==> src/shared/dsfc_pkg.sv <==
// Constants and types for the DPLL switchover and fast-lock controller
package dsfc_pkg;
    localparam int CLK_PERIOD_NS = 50;
    localparam int MS_NS         = 1000000;
    localparam int CYCLES_PER_MS = MS_NS / CLK_PERIOD_NS;

    localparam int FREQ_W  = 32;
    localparam int PHASE_W = 32;
    localparam int BW_W    = 8;
    localparam int SLOPE_W = 17;
    localparam int MS_W    = 8;
    localparam int STEP_W  = 4;

    // Slope codes in ns/s; zero means limited only by loop bandwidth
    localparam logic [SLOPE_W-1:0] SLOPE_UNLIMITED = 17'h00000;
    localparam logic [SLOPE_W-1:0] SLOPE_MAX       = 17'h10000;
    localparam logic [SLOPE_W-1:0] SLOPE_61US      = 17'h0EE48;
    localparam logic [SLOPE_W-1:0] SLOPE_7US5      = 17'h01D4C;
    localparam logic [SLOPE_W-1:0] SLOPE_885NS     = 17'h00375;

    localparam logic [BW_W-1:0] BW_MAX = 8'hFF;

    // Bit positions within one nibble of fast_lock_option_enables, then the offset of the relock nibble
    localparam int FL_FREQ_SNAP  = 0;
    localparam int FL_PHASE_SNAP = 1;
    localparam int FL_OPEN_LOOP  = 2;
    localparam int FL_WIDE_BW    = 3;
    localparam int FL_RELOCK_OFS = 4;

    // Bit positions within wide_acq_limit_select
    localparam int WS_BW   = 0;
    localparam int WS_PSL  = 1;
    localparam int WS_DAMP = 2;

    localparam logic [7:0] LFSR_SEED = 8'hA5;

    typedef enum logic [4:0] {
        ST_HOLD    = 5'h01,
        ST_ACQ     = 5'h02,
        ST_HITLESS = 5'h04,
        ST_RELOCK  = 5'h08,
        ST_LOCKED  = 5'h10
    } dsfc_state_t;
endpackage

==> src/logic/dsfc_switch_ctrl.sv <==
// DPLL reference switchover, hitless re-zeroing, limits and fast-lock sequencing
// Summary of operation
// - Switching is non-revertive unless the revertive control bit is set.
// - Selection picks the qualified reference with the highest priority, then locks.
// - Non-revertive mode leaves the current reference only once it becomes invalid.
// - Revertive mode moves to a better reference unless both share a group.
// - Hitless switching is enabled per DPLL; triggers on ref change and on holdover exit after an earlier lock.
// - A hitless change passes through temporary holdover with no holdover alarm.
// - Measured initial phase offset becomes phase detector zero; tracking keeps it.
// - Leaving holdover with hitless enabled, after an earlier lock, measures the offset before tracking.
// - Type 1 residual depends on new reference frequency, type 2 does not.
// - Type 2 events give satellite outputs small random, accumulating phase steps.
// - Phase slope limiting is enabled per DPLL, 1 ns/s to 65.536 us/s.
// - Slope code zero is unlimited; telecom limit values are representable.
// - Frequency is clamped to the programmed maximum offset in every state.
// - Fast-lock options enable separately; precedence freq snap, phase snap, pull-in, wide.
// - Open-loop pull-in and phase snap are never active together.
// - Frequency snap loads the measured offset into the divider, optionally slope bounded.
// - Phase snap loads measured phase; open-loop pull-in bypasses detector and filter.
// - Wide acquisition relaxes bandwidth, slope and damping until lock, then restores.
// - Pre-acquisition opens bandwidth fully for programmed ms, acquisition only, first.
// - With every input invalid the DPLL enters holdover on stored frequency.
module dsfc_switch_ctrl
    import dsfc_pkg::*;
#(
    parameter int NUM_REFS      = 4,
    parameter int PRIO_W        = 4,
    parameter int GROUP_W       = 3,
    parameter int MS_CYCLES     = CYCLES_PER_MS
) (
    input  wire logic                          clk_sys,
    input  wire logic                          reset,
    input  wire logic [NUM_REFS-1:0]           refValid,
    input  wire logic [NUM_REFS-1:0]           refEnable,
    input  wire logic [NUM_REFS*PRIO_W-1:0]    refPriority,
    input  wire logic [NUM_REFS*GROUP_W-1:0]   refGroup,
    input  wire logic                          revertiveEnable,
    input  wire logic                          hitlessEnable,
    input  wire logic                          hitlessType2,
    input  wire logic                          pslEnable,
    input  wire logic [dsfc_pkg::SLOPE_W-1:0]  phaseSlopeLimitValue,
    input  wire logic [dsfc_pkg::FREQ_W-2:0]   maxFreqOffsetLimit,
    input  wire logic [7:0]                    fastLockOptionEnables,
    input  wire logic [2:0]                    wideAcqLimitSelect,
    input  wire logic [dsfc_pkg::SLOPE_W-1:0]  fastLockSlopeLimit,
    input  wire logic [dsfc_pkg::BW_W-1:0]     fastLockBandwidth,
    input  wire logic [dsfc_pkg::BW_W-1:0]     loopBandwidth,
    input  wire logic                          preAcqEnable,
    input  wire logic [dsfc_pkg::MS_W-1:0]     preAcqMs,
    input  wire logic [dsfc_pkg::FREQ_W-2:0]   freqSnapSlopeLimit,
    input  wire logic                          lockDetect,
    input  wire logic                          phaseMeasDone,
    input  wire logic [dsfc_pkg::PHASE_W-1:0]  phaseMeas,
    input  wire logic [dsfc_pkg::PHASE_W-1:0]  phaseFreqTerm,
    input  wire logic [dsfc_pkg::PHASE_W-1:0]  phaseDetRaw,
    input  wire logic [dsfc_pkg::FREQ_W-1:0]   freqOffsetMeas,
    input  wire logic [dsfc_pkg::FREQ_W-1:0]   freqRequest,
    output dsfc_pkg::dsfc_state_t              state,
    output logic [$clog2(NUM_REFS)-1:0]        selectedRef,
    output logic                               holdoverAlarm,
    output logic [dsfc_pkg::PHASE_W-1:0]       phaseZero,
    output logic [dsfc_pkg::PHASE_W-1:0]       phaseError,
    output logic [dsfc_pkg::FREQ_W-1:0]        freqSteer,
    output logic                               freqSnapLoad,
    output logic [dsfc_pkg::FREQ_W-1:0]        freqSnapValue,
    output logic                               phaseSnapLoad,
    output logic [dsfc_pkg::PHASE_W-1:0]       phaseSnapValue,
    output logic                               openLoopActive,
    output logic                               preAcqActive,
    output logic                               wideBwActive,
    output logic [dsfc_pkg::SLOPE_W-1:0]       activeSlopeLimit,
    output logic [dsfc_pkg::BW_W-1:0]          activeBandwidth,
    output logic                               dampingRelaxed,
    output logic                               satStepLoad,
    output logic [dsfc_pkg::STEP_W-1:0]        satStepValue
);
    import dsfc_pkg::*;
    localparam int SEL_W = $clog2(NUM_REFS);

    logic [NUM_REFS-1:0] validMeta;
    logic [NUM_REFS-1:0] validSync;
    logic [NUM_REFS-1:0] qual;
    logic                bestFound;
    logic [SEL_W-1:0]    bestRef;
    logic [PRIO_W-1:0]   bestPrio;
    logic [PRIO_W-1:0]   curPrio;
    logic [GROUP_W-1:0]  curGroup;
    logic [GROUP_W-1:0]  bestGroup;
    logic                trackState;
    logic                curQual;
    logic                betterRef;
    logic                switchReq;
    logic                hadLock;
    logic                hsFromHold;
    dsfc_state_t         next_state;
    logic                enterFast;
    logic [3:0]          fastEn;
    logic [15:0]         cycleCnt;
    logic [MS_W-1:0]     msLeft;
    logic [7:0]          lfsr;
    logic [FREQ_W-1:0]   snapBound;
    logic signed [FREQ_W:0] snapStep;

    function automatic logic [FREQ_W-1:0] clampS(input logic signed [FREQ_W:0] v,
                                                 input logic [FREQ_W-2:0] lim);
        logic signed [FREQ_W:0] hi;
        hi = $signed({2'b00, lim});
        if (v > hi) clampS = hi[FREQ_W-1:0];
        else if (v < -hi) clampS = FREQ_W'(-hi);
        else clampS = v[FREQ_W-1:0];
    endfunction

    // Monitor flags come from another domain
    always_ff @(posedge clk_sys or posedge reset) begin
        if (reset) begin
            validMeta <= '0;
            validSync <= '0;
        end else begin
            validMeta <= refValid;
            validSync <= validMeta;
        end
    end

    assign qual = validSync & refEnable;

    always_comb begin
        bestFound = 1'b0;
        bestRef   = '0;
        bestPrio  = '1;
        // Strict compare: among equal priorities the lowest index wins
        for (int i = 0; i < NUM_REFS; i++) begin
            if (qual[i] && (!bestFound || refPriority[i*PRIO_W +: PRIO_W] < bestPrio)) begin
                bestFound = 1'b1;
                bestRef   = SEL_W'(i);
                bestPrio  = refPriority[i*PRIO_W +: PRIO_W];
            end
        end
    end

    assign curPrio    = refPriority[selectedRef*PRIO_W +: PRIO_W];
    assign curGroup   = refGroup[selectedRef*GROUP_W +: GROUP_W];
    assign bestGroup  = refGroup[bestRef*GROUP_W +: GROUP_W];
    assign curQual    = qual[selectedRef];
    assign trackState = state == ST_ACQ || state == ST_RELOCK || state == ST_LOCKED;
    // Group zero means no equal-priority group
    assign betterRef  = bestFound && bestPrio < curPrio && bestRef != selectedRef
                        && !(curGroup != '0 && curGroup == bestGroup);
    assign switchReq  = trackState && bestFound
                        && (!curQual || (revertiveEnable && betterRef));

    always_comb begin
        next_state = state;
        case (state)
            ST_HOLD: begin
                if (bestFound)
                    next_state = (hitlessEnable && hadLock) ? ST_HITLESS : ST_ACQ;
            end
            ST_HITLESS: begin
                if (!curQual) next_state = ST_HOLD;
                else if (phaseMeasDone) next_state = hsFromHold ? ST_ACQ : ST_RELOCK;
            end
            default: begin
                if (!curQual && !bestFound) next_state = ST_HOLD;
                else if (switchReq) next_state = hitlessEnable ? ST_HITLESS : ST_RELOCK;
                else if (state != ST_LOCKED && lockDetect) next_state = ST_LOCKED;
                else if (state == ST_LOCKED && !lockDetect) next_state = ST_RELOCK;
            end
        endcase
    end

    always_ff @(posedge clk_sys or posedge reset) begin
        if (reset) begin
            state         <= ST_HOLD;
            selectedRef   <= '0;
            hadLock       <= 1'b0;
            hsFromHold    <= 1'b0;
            holdoverAlarm <= 1'b1;
        end else begin
            state         <= next_state;
            // Temporary holdover of a hitless change keeps the alarm quiet
            holdoverAlarm <= next_state == ST_HOLD;
            if (state == ST_LOCKED) hadLock <= 1'b1;
            if ((state == ST_HOLD && bestFound) || switchReq) begin
                selectedRef <= bestRef;
                hsFromHold  <= state == ST_HOLD;
            end
        end
    end

    // Phase detector zero point and tracking error
    always_ff @(posedge clk_sys or posedge reset) begin
        if (reset) begin
            phaseZero  <= '0;
            phaseError <= '0;
        end else begin
            if (state == ST_HITLESS && phaseMeasDone && curQual) begin
                // Type 2 removes the frequency-dependent part of the offset
                phaseZero <= hitlessType2 ? phaseMeas - phaseFreqTerm : phaseMeas;
            end else if (next_state == ST_ACQ && state == ST_HOLD) begin
                phaseZero <= '0;
            end else if (switchReq && !hitlessEnable) begin
                phaseZero <= '0;
            end
            phaseError <= phaseDetRaw - phaseZero;
        end
    end

    // Satellite phase steps: accumulation is downstream, one step per type 2 event
    always_ff @(posedge clk_sys or posedge reset) begin
        if (reset) begin
            lfsr         <= LFSR_SEED;
            satStepLoad  <= 1'b0;
            satStepValue <= '0;
        end else begin
            lfsr        <= {lfsr[6:0], lfsr[7] ^ lfsr[5] ^ lfsr[4] ^ lfsr[3]};
            satStepLoad <= state == ST_HITLESS && phaseMeasDone && curQual
                           && hitlessType2;
            if (state == ST_HITLESS && phaseMeasDone)
                satStepValue <= lfsr[STEP_W-1:0];
        end
    end

    assign enterFast = (next_state == ST_ACQ && state != ST_ACQ)
                       || (next_state == ST_RELOCK && state != ST_RELOCK);
    assign fastEn    = next_state == ST_ACQ ? fastLockOptionEnables[3:0]
                       : fastLockOptionEnables[FL_RELOCK_OFS +: 4];
    // Bounded step keeps its sign; a negative offset must not turn positive
    assign snapBound = clampS($signed({freqOffsetMeas[FREQ_W-1], freqOffsetMeas}), freqSnapSlopeLimit);
    assign snapStep  = freqSnapSlopeLimit != '0 ? $signed({snapBound[FREQ_W-1], snapBound})
                       : $signed({freqOffsetMeas[FREQ_W-1], freqOffsetMeas});

    // Fast-lock sequencing; only the highest-precedence enabled option runs
    always_ff @(posedge clk_sys or posedge reset) begin
        if (reset) begin
            freqSnapLoad   <= 1'b0;
            freqSnapValue  <= '0;
            phaseSnapLoad  <= 1'b0;
            phaseSnapValue <= '0;
            openLoopActive <= 1'b0;
            preAcqActive   <= 1'b0;
            wideBwActive   <= 1'b0;
            cycleCnt       <= '0;
            msLeft         <= '0;
        end else begin
            freqSnapLoad  <= 1'b0;
            phaseSnapLoad <= 1'b0;
            if (enterFast) begin
                openLoopActive <= 1'b0;
                preAcqActive   <= 1'b0;
                wideBwActive   <= 1'b0;
                if (fastEn[FL_FREQ_SNAP]) begin
                    freqSnapLoad  <= 1'b1;
                    freqSnapValue <= clampS($signed({freqSteer[FREQ_W-1], freqSteer})
                                            + snapStep, maxFreqOffsetLimit);
                end else if (fastEn[FL_PHASE_SNAP]) begin
                    phaseSnapLoad  <= 1'b1;
                    phaseSnapValue <= phaseDetRaw;
                end else if (fastEn[FL_OPEN_LOOP]) begin
                    openLoopActive <= 1'b1;
                end else if (fastEn[FL_WIDE_BW]) begin
                    if (next_state == ST_ACQ && preAcqEnable && preAcqMs != '0) begin
                        preAcqActive <= 1'b1;
                        msLeft       <= preAcqMs;
                        cycleCnt     <= '0;
                    end else begin
                        wideBwActive <= 1'b1;
                    end
                end
            end else if (!(state == ST_ACQ || state == ST_RELOCK)) begin
                openLoopActive <= 1'b0;
                preAcqActive   <= 1'b0;
                wideBwActive   <= 1'b0;
            end else if (preAcqActive) begin
                if (cycleCnt == 16'(MS_CYCLES - 1)) begin
                    cycleCnt <= '0;
                    msLeft   <= msLeft - 1'b1;
                    if (msLeft == 8'h01) begin
                        preAcqActive <= 1'b0;
                        wideBwActive <= 1'b1;
                    end
                end else begin
                    cycleCnt <= cycleCnt + 16'h0001;
                end
            end
        end
    end

    // Effective loop limits and clamped frequency
    always_ff @(posedge clk_sys or posedge reset) begin
        if (reset) begin
            activeSlopeLimit <= SLOPE_UNLIMITED;
            activeBandwidth  <= '0;
            dampingRelaxed   <= 1'b0;
            freqSteer        <= '0;
        end else begin
            if (!pslEnable)
                activeSlopeLimit <= SLOPE_UNLIMITED;
            else if (preAcqActive || (wideBwActive && wideAcqLimitSelect[WS_PSL]))
                activeSlopeLimit <= fastLockSlopeLimit > SLOPE_MAX ? SLOPE_MAX
                                    : fastLockSlopeLimit;
            else
                activeSlopeLimit <= phaseSlopeLimitValue > SLOPE_MAX ? SLOPE_MAX
                                    : phaseSlopeLimitValue;
            if (preAcqActive)
                activeBandwidth <= BW_MAX;
            else if (wideBwActive && wideAcqLimitSelect[WS_BW])
                activeBandwidth <= fastLockBandwidth;
            else
                activeBandwidth <= loopBandwidth;
            dampingRelaxed <= wideBwActive && wideAcqLimitSelect[WS_DAMP];
            freqSteer <= clampS($signed({freqRequest[FREQ_W-1], freqRequest}),
                                maxFreqOffsetLimit);
        end
    end
endmodule // dsfc_switch_ctrl

==> config.mk <==
export PLATFORM = sky130hd
export DESIGN_NAME = dsfc_switch_ctrl
export DESIGN_NICKNAME = d
export VERILOG_FILES = /design/src/shared/dsfc_pkg.sv /design/src/logic/dsfc_switch_ctrl.sv
export SDC_FILE = /design/constraint.sdc
export NUM_CORES = 1
export LEC_CHECK = 0
export BUFFER_PORTS_ARGS = -buffer_cell sky130_fd_sc_hd__buf_2
export CAP_MARGIN = 30
export CORE_MARGIN = 1
export CORE_UTILIZATION = 45
export DETAILED_ROUTE_END_ITERATION = 7
export PLACE_DENSITY = 0.77
export SYNTH_ARGS = -nofsm -noshare
export SYNTH_HDL_FRONTEND = slang
export SYNTH_SLANG_ARGS = --single-unit
export TNS_END_PERCENT = 10
==> constraint.sdc <==
create_clock -name clk_sys -period 10.2 [get_ports clk_sys]
set_clock_uncertainty 0.2 [all_clocks]
set_input_delay 0.51 -clock clk_sys [delete_from_list [all_inputs] [get_ports clk_sys]]
set_output_delay 0.51 -clock clk_sys [all_outputs]
set_load 0.005 [all_outputs]
## Word level (Yosys, flattened, before mapping)

Index checks and enable logic that the tools add are counted.

- Register bits after elaboration: 246
- Input port bits: 336
- Output and inout bits: 204
- Word-level logic and storage cells: 225

- Add/subtract/negate cells: 7
- Multiply operators: 2
- Magnitude comparators: 13
- Equality and inequality tests: 24
- Shift-type cells: 3
- Multiplexer cells: 90
- Bitwise operators: 5
- Reduce and logical (&&, ||, !) cells: 56

Operators by type and width:

| kind | number |
|---|---|
| $mux 32 | 10 |
| $mux 16 | 9 |
| $mux 8 | 11 |
| $mux 17 | 4 |
| $lt 32x33->1 | 2 |
| $neg 31->33 | 2 |
| $gt 32x32->1 | 2 |
| $sub 32x32->32 | 2 |
| $mux 1 | 36 |
| $mux 5 | 7 |
| $gt 17x17->1 const B | 2 |
| $add 32x33->33 | 1 |
| $gt 33x32->1 | 1 |
| $lt 33x33->1 | 1 |
| $mux 33 | 1 |
| $reduce_bool 31->1 | 1 |
| $mux 4 | 7 |
| $logic_and 1x1->1 | 27 |
| $shiftx 12x5->3 | 2 |
| $add 16x1->16 const B | 1 |
| $eq 16x15->1 const B | 1 |
| $lt 4x4->1 | 4 |
| $shiftx 16x5->4 | 1 |
| $eq 5x1->1 const B | 2 |
| 33 further kinds | 63 |

## Longest topological paths before layout

Gate-level depths: netlist (run 1).

- Word-level depth: 35
- Gate-level depth with buffers: 54
- Mapped depth without buffers: 52

## Worst setup path after synthesis (run 1)

No wires, ideal clock.

- Kind: in2reg
- Start: input port freqSnapSlopeLimit[2] (netlist name)
- End: register freqSnapValue[25] (netlist name)
- Setup time: 0.127 ns
- Arrival: 9.931 ns
- Setup slack: -0.059 ns
- Cell stages on the path: 51
- Buffers on the path: 2
- Cells stage by stage: inv_1 nand3_1 nor3_1 nand2_1 nor2_1 nand3_1 nor2_1 nand4_1 xnor2_1 ha_1 nor2b_1 o21ai_0 nand2b_1 a21oi_1 nor2b_1 o21ai_0 nand3b_1 or3_1 (+15 left out) xnor2_1 ha_1 a21o_1 a21o_1 a21o_1 a21oi_1 nor2b_1 o21ai_0 nand2b_1 a21oi_1 nor2_1 a2111oi_0 nor2_1 o21bai_1 clkbuf_1 clkbuf_1 a22oi_1 mux2_1

- Cells in the longest elaborated chain, start to end: 9
- Elaborated cells between the ends (all ways): 12
- Classes of those cells: add/sub (2); order compare (4); mux (5); reduce/logical (1)

Ends and longest elaborated chain:

| element | line | source |
|---|---|---|
| start: declaration | dsfc_switch_ctrl.sv:50 | `input wire logic [dsfc_pkg::FREQ_W-2:0] freqSnapSlopeLimit,` |
| $neg 31->33 | dsfc_switch_ctrl.sv:109 | `else if (v < -hi) clampS = FREQ_W'(-hi);` |
| $lt 32x33->1 | dsfc_switch_ctrl.sv:109 |  |
| $mux 32 | dsfc_switch_ctrl.sv:109 |  |
| $mux 32 | dsfc_switch_ctrl.sv:108 | `if (v > hi) clampS = hi[FREQ_W-1:0];` |
| $mux 33 (*) | dsfc_switch_ctrl.sv:229 | `assign snapStep = freqSnapSlopeLimit != '0 ? $signed({snapBound[FREQ_W-1], snapBound})` |
| $add 32x33->33 (*) | dsfc_switch_ctrl.sv:254 | `+ snapStep, maxFreqOffsetLimit);` |
| $lt 33x33->1 | dsfc_switch_ctrl.sv:109 |  |
| $mux 32 | dsfc_switch_ctrl.sv:109 |  |
| $mux 32 (*) | dsfc_switch_ctrl.sv:108 |  |
| end signal: assignment | dsfc_switch_ctrl.sv:253 | `freqSnapValue <= clampS($signed({freqSteer[FREQ_W-1], freqSteer})` |
| end: declaration | dsfc_switch_ctrl.sv:65 | `output logic [dsfc_pkg::FREQ_W-1:0] freqSnapValue,` |

Mark *: on every way between the ends. The rest lies on a longest branch, timed or not.
A chain may end at the register's enable or synchronous reset.

## Final worst setup path (run 1)

- Start: input port freqSnapSlopeLimit[0] (netlist name)
- End: register freqSnapValue[13] (netlist name)

The elaborated chain is that of the path after synthesis.

==> summary.txt, run 1 <==
Route
  – Vias: between 20000 and 25000
  – DR WL/cell: slightly below 20 µm
  – # DRC: 0
  – DRT Pass-1 Iters: 6
  – Final WL: approximately 76 mm
  – Via-to-Cell Ratio: 5.79
  – Post-DRT Antenna Nets: 0
  – DR iter-0 viols: 1557

Clock tree
  – Longest Clk Path Bufs: 3
  – Clock root cell: clkbuf_16
  – H-Tree Depth: 1
  – Clk Latency, worst-skew pair: slightly below 0.6 ns
  – CTS tree: built
  – Clock Pin Slew Worst Setup and Hold Paths: about 0.060 ns
  – Clk sinks: between 200 and 250
  – Num CTS Buffers: 29

Synthesis
  – Post-synth top cells: ha_1 (298), dfrtp_1 (240), inv_1 (208), a21oi_1 (181), nand2_1 (176)
  – Cell variety after synth: 95
  – Most frequent cell after synthesis: ha_1
  – Mapped Nets: 3239
  – Syn Area/Cell: 8.72 µm²
  – FF+latch count, synth: around 250
  – Synth top area share: 26.5%
  – Post-synth top flop: dfrtp_1
  – Synth warn: 0
  – Register area share after synthesis: a little over a quarter
  – Synth Instances: between 2000 and 3000
  – Cell Area, Synth: around 0.023 mm²
  – Async SR Flop Fraction: 100%
  – Largest area contributor in the netlist: dfrtp_1
  – Top cells by area, synth: dfrtp_1 (26%), ha_1 (16%), xnor2_1 (4.7%), a21oi_1 (4.0%), inv_1 (3.4%)
  – Number of enable flip-flop cells after synthesis: 0

STA
  – RSZ-0062 raised after global routing: no
  – Setup_tns: 0 ns
  – Worst slew pin tran: around 1.1 ns
  – Hold Fails Final Rpt: 0
  – Fmax: ~0.10 GHz
  – Final Max Slew Viols: 0
  – Slew Limit Headroom: between 20% and 30%
  – Final worst-path cycle share: between 90 and 100%
  – Hold_ws: approximately 0.028 ns
  – Final min period: around 9.5 ns
  – Final setup vio count: 0

GRT
  – Total gr overflow: 0
  – Total Routing Usage GR: between 20% and 30%
  – Initial antenna violation count: 13
  – Largest net degree at the start of global routing: 94
  – Number of global-route vias before repair: roughly 21000
  – Global-route wire length before repair: about 110 mm

Floorplanning
  – Ports: 540
  – Core area: between 0.04 and 0.05 mm²
  – Die H: approximately 230 µm
  – Initial Util: a little under half
  – Area of the die: 0.0513 mm²
  – Die width: ~230 µm
  – Site Rows: 81

Setup path
  – CP endpoint kind: register
  – Crit-path max cell delay: about 0.50 ns
  – CP Launch Type: input port
  – Most common cell on crit path: o21ai_0
  – CP delay by family, top: simple AND/OR/NAND/NOR gates
  – Register-to-Register Setup Slack: ~1.2 ns
  – Critical path's slowest cell: or3b_2
  – WS Path Type: in -> reg
  – Crit Path Max Fanout: 33
  – Crit path buffers/inverters: 6
  – Worst setup startpoint: freqSnapSlopeLimit[0]
  – Worst r2r src: validSync[0]
  – Crit path DAT: ~9.8 ns
  – Worst endpoint required time: 10.45 ns

Worst hold path
  – Hold Crit Start: phaseSlopeLimitValue[2]
  – Min-Delay Path Class: in -> reg

Final layout
  – Core Util, Final: 57.2%
  – Design area: around 0.028 mm²
  – Share of layout cells above drive strength 1: approximately 23%
  – Area Growth Syn to Fin: 24.5%
  – Filler cells: around 4400
  – Nets: a little under 4000

Power and ir drop
  – Total chip power: 5580 µW
  – Leakage power: 0.0140 µW
  – Worst vdd ir: about 170 µV
  – PD cells: a little under 200 mW/mm²

Job
  – Max Cap Viol: 0

Place
  – Cell Area, Placed: 0.0264 mm²
  – GPL Wtd Cong: about 1.0
  – DP HPWL: 60.3 mm
  – PortBufs: around 540

Status
  – Status: complete, no violations
## cell usage in the layout, fill, tap and decap left out, types with 54 or more instances in the layout
master           n
a21oi_1        179
a21o_1          56
o21ai_0        150
mux2i_1         67
buf_2          539
nor3_1          54
ha_1           297
xnor2_1        123
nand2_1        176
nor2b_1         71
dlygate4sd3_1   54
dfrtp_1        240
inv_1          207
nor2_1         171
mux2_1          62
## layer usage
metal	track usage, %	up-vias	wire, µm
li1	-	10700	-
met1	36.7	10700	31700
met2	46.2	1029	34900
met3	5.40	202	6140
met4	12.1	8	3600
met5	0	-	55
## kinds of logic (layout without fill, tap and decap cells)
family | count (synthesis) | count (layout) | synth area share (%)
fa+ha+maj | 301 | 301 | 16.7
buf+inv | 291 | 914 | 5.06
mux | 169 | 169 | 8.38
xor+xnor | 149 | 149 | 5.75
other cells | 0 | 12 | 0
flops | 246 | 246 | 27.2
simple gates | 750 | 750 | 16.6
compound gates | 696 | 696 | 20.4
## path summary, 6_finish.rpt
check	to	depth (start not counted)
max reg2reg	phaseSnapValue[2]	31
min in group asynchronous	activeSlopeLimit[1]	3
max in group asynchronous	phaseZero[7]	4
min	activeSlopeLimit[2]	3
max	freqSnapValue[13]	46
min reg2reg	validSync[1]	0
## tightest hold or removal path, delay by kind of cell
| family | cells | cell delay (ns) |
|---|---|---|
| compound gates | 1 | 0.07 |
| buf+inv | 1 | 0.09 |
| simple gates | 1 | 0.11 |
## power breakdown
group          switching (µW)  internal [µW]
combinational            1610           1310
clock                     455            749
sequential                199           1240
total                    2270           3310
## registers in the layout, summed over array words and instances (netlist names), 2 cells and up
register          flops
cycleCnt             16
validSync             4
phaseSnapValue       32
freqSnapValue        32
validMeta             4
selectedRef           2
freqSteer            32
state                 5
lfsr                  8
phaseError           32
phaseZero            32
satStepValue          4
activeSlopeLimit     17
activeBandwidth       8
msLeft                8
## repair_timing
item / in CTS / in global routing
hold endpoints to repair: 136 / 0
buffers inserted: 0 / 5
hold buffers: 54 / 0
resized for setup: 0 / 14
endpoints found under the setup margin: 0 / 32
## through the flow
stage	worst slack, ns	instances
floorplan	0.0500	2602
global placement	0.0338	3773
detailed placement	-0.0747	3776
CTS	0.504	3882
global route	0.0141	3896
finish	0.666	3901
## final cells by class
type                       count  area [µm²]  area share [%]
sequential                   246        6160            21.8
timing repair buffer         651        3790            13.4
inverter                     211         802            2.84
clock buffer                  38         830            2.94
antenna                       12        30.0           0.106
tap                          664         831            2.94
clock inverter                14         269           0.952
multi-input combinational   2065       15500            55.0
(Power assumes the default switching activity.)
==> run 2, diff against run 1 <==
RECOVER_POWER = 50   (was unset)
==> summary.txt, run 2 (synthesis gave the netlist of run 1 again) <==
STA
  – Slew Limit Headroom: -178% (-200 points)
  – Setup_tns: 0 ns (unchanged)
  – Final worst-path cycle share: 93.5% (about the same)
  – Fin worst setup slack: 0.664 ns (-0.00124 ns)
  – RSZ-0062 raised after global routing: no
  – Final setup vio count: 0 (unchanged)
  – Fmax: 0.105 GHz (about the same)
  – Final min period: 9.54 ns (+0.00124 ns)
  – Worst slew pin tran: 4.15 ns (+3.04 ns)
  – Final Max Slew Viols: 135 (+135)
  – Hold_ws: 0.0281 ns (+0.000117 ns)
  – Hold Fails Final Rpt: 0 (unchanged)

Route
  – Post-DRT Antenna Nets: 0 (unchanged)
  – # DRC: 0 (unchanged)
  – DR iter-0 viols: 1588 (+2.0%)
  – Via-to-Cell Ratio: 5.78 (-0.11%)
  – DR WL/cell: 19.6 µm (about the same)
  – Vias: 22500 (-0.13%)
  – Final WL: 76.3 mm (about the same)
  – DRT Pass-1 Iters: 6 (unchanged)

Clock tree
  – Clock root cell: clkbuf_16
  – Clk Latency, worst-skew pair: 0.59 ns (about the same)
  – H-Tree Depth: 1 (unchanged)
  – Num CTS Buffers: 29 (unchanged)
  – CTS tree: built
  – Longest Clk Path Bufs: 3 (unchanged)
  – Clk sinks: 246 (unchanged)
  – Clock Pin Slew Worst Setup and Hold Paths: 0.06 ns (about the same)

Power and ir drop
  – Worst vdd ir: 166 µV (-0.13%)
  – PD cells: 197 mW/mm² (about the same)
  – Leakage power: 0.0135 µW (-3.3%)
  – Total chip power: 5540 µW (-0.70%)

Final layout
  – Area Growth Syn to Fin: 23.7%
  – Share of layout cells above drive strength 1: 18.7% (-4.4 points)
  – Design area: 0.0281 mm² (-0.66%)
  – Nets: 3841 (unchanged)
  – Commonest non-fill, non-tap cell in the layout: buf_2
  – Most frequent cells in the layout: buf_2 (401), ha_1 (297), dfrtp_1 (240), inv_1 (207), a21oi_1 (179)

Setup path
  – Crit-path max cell delay: 0.49 ns (about the same)
  – CP endpoint kind: register
  – Crit Path Max Fanout: 33 (unchanged)
  – Worst setup startpoint: freqSnapSlopeLimit[0]
  – Crit path DAT: 9.79 ns (about the same)
  – Critical path's slowest cell: or3b_2
  – Worst endpoint required time: 10.46 ns (about the same)
  – Most common cell on crit path: o21ai_0
  – WS Path Type: in -> reg
  – Worst r2r src: validSync[0]
  – CP Launch Type: input port

Worst hold path
  – Min-Delay Path Class: in -> reg
  – Hold Crit Start: phaseSlopeLimitValue[2]

Place
  – Cell Area, Placed: 0.0264 mm² (unchanged)
  – Pre-CTS setup slack: -0.0747 ns (unchanged)
  – GPL Wtd Cong: 1.00 (unchanged)
  – DP HPWL: 60.3 mm (unchanged)
  – PortBufs: 539 (unchanged)

Floorplanning
  – Core area: 0.0494 mm² (unchanged)
  – Ports: 540 (unchanged)
  – Die H: 227 µm (unchanged)
  – Initial Util: 46.0% (unchanged)
  – Site Rows: 81 (unchanged)
  – Die width: 227 µm (unchanged)
  – Area of the die: 0.0513 mm² (unchanged)

Status
  – Status: finished with violations
  – Failing checks: max-capacitance violations, max-slew violations

GRT
  – Total Routing Usage GR: 28.4% (unchanged)
  – Total gr overflow: 0 (unchanged)
  – Largest net degree at the start of global routing: 94 (unchanged)
  – Initial antenna violation count: 13 (unchanged)
  – Global-route wire length before repair: 115 mm (unchanged)
  – Number of global-route vias before repair: 21200 (unchanged)

Job
  – Max Cap Viol: 2 (+2)
run 2: path summary, 6_finish.rpt:
path,end,slack [ns],cells after the start
max,freqSnapValue[13],0.66,46
min,activeSlopeLimit[2],0.03,3
max reg2reg,phaseSnapValue[2],1.23,32
min reg2reg,validSync[3],0.15,0
max in group asynchronous,freqSteer[10],4.84,4
min in group asynchronous,activeSlopeLimit[15],1.50,3
run 2: routing by layer:
metal  track usage (%)  vias to the layer above  share of wire (%)  wire length (µm)
li1                  -                    10700                  -                 -
met1              36.7                    10600                 41             31600
met2              46.2                     1009                 45             34600
met3              5.40                      216                8.2              6250
met4              12.1                        8                4.9              3780
met5                 0                        -              0.072                55
run 2: timing repair:
action | CTS | global route
endpoints found under the setup margin | 0 | 32
endpoints found under the hold margin | 136 | 0
hold buffers | 54 | 0
gates resized for setup | 0 | 14
setup buffers | 0 | 5
run 2: where the power goes:
part           total [µW]  leakage [µW]  internal, µW  switching (µW)
sequential           1450       0.00308          1240             202
combinational        2890       0.00992          1270            1610
clock                1200      0.000541           749             455
total                5540        0.0135          3270            2270
run 2: layout make-up:
| type | count | area (µm²) |
|---|---|---|
| clock inverters | 14 | 269 |
| fillers | 4524 | 21300 |
| repair buffers | 651 | 3610 |
| diodes | 11 | 27.5 |
| clock buffers | 38 | 830 |
| well taps | 664 | 831 |
| inverters | 211 | 796 |
| multi-input cells | 2065 | 15500 |
| flip-flops and latches | 246 | 6160 |
run 2: worst max-delay path: cells and delay by family:
kind | cells | cell delay, ns
and+or+nand+nor | 19 | 3.70
AOI/OAI and AO/OA | 13 | 2.43
buffers and inverters | 6 | 0.98
adders and majority gates | 3 | 0.92
muxes | 3 | 0.83
xor gates and xnor gates | 2 | 0.41
run 2: through the flow:
step	cells	util [%]
after floorplan	2602	-
after global placement	3773	53.4
after detailed placement	3776	53.5
after CTS	3882	56.8
after global routing	3896	56.8
final	3900	56.9
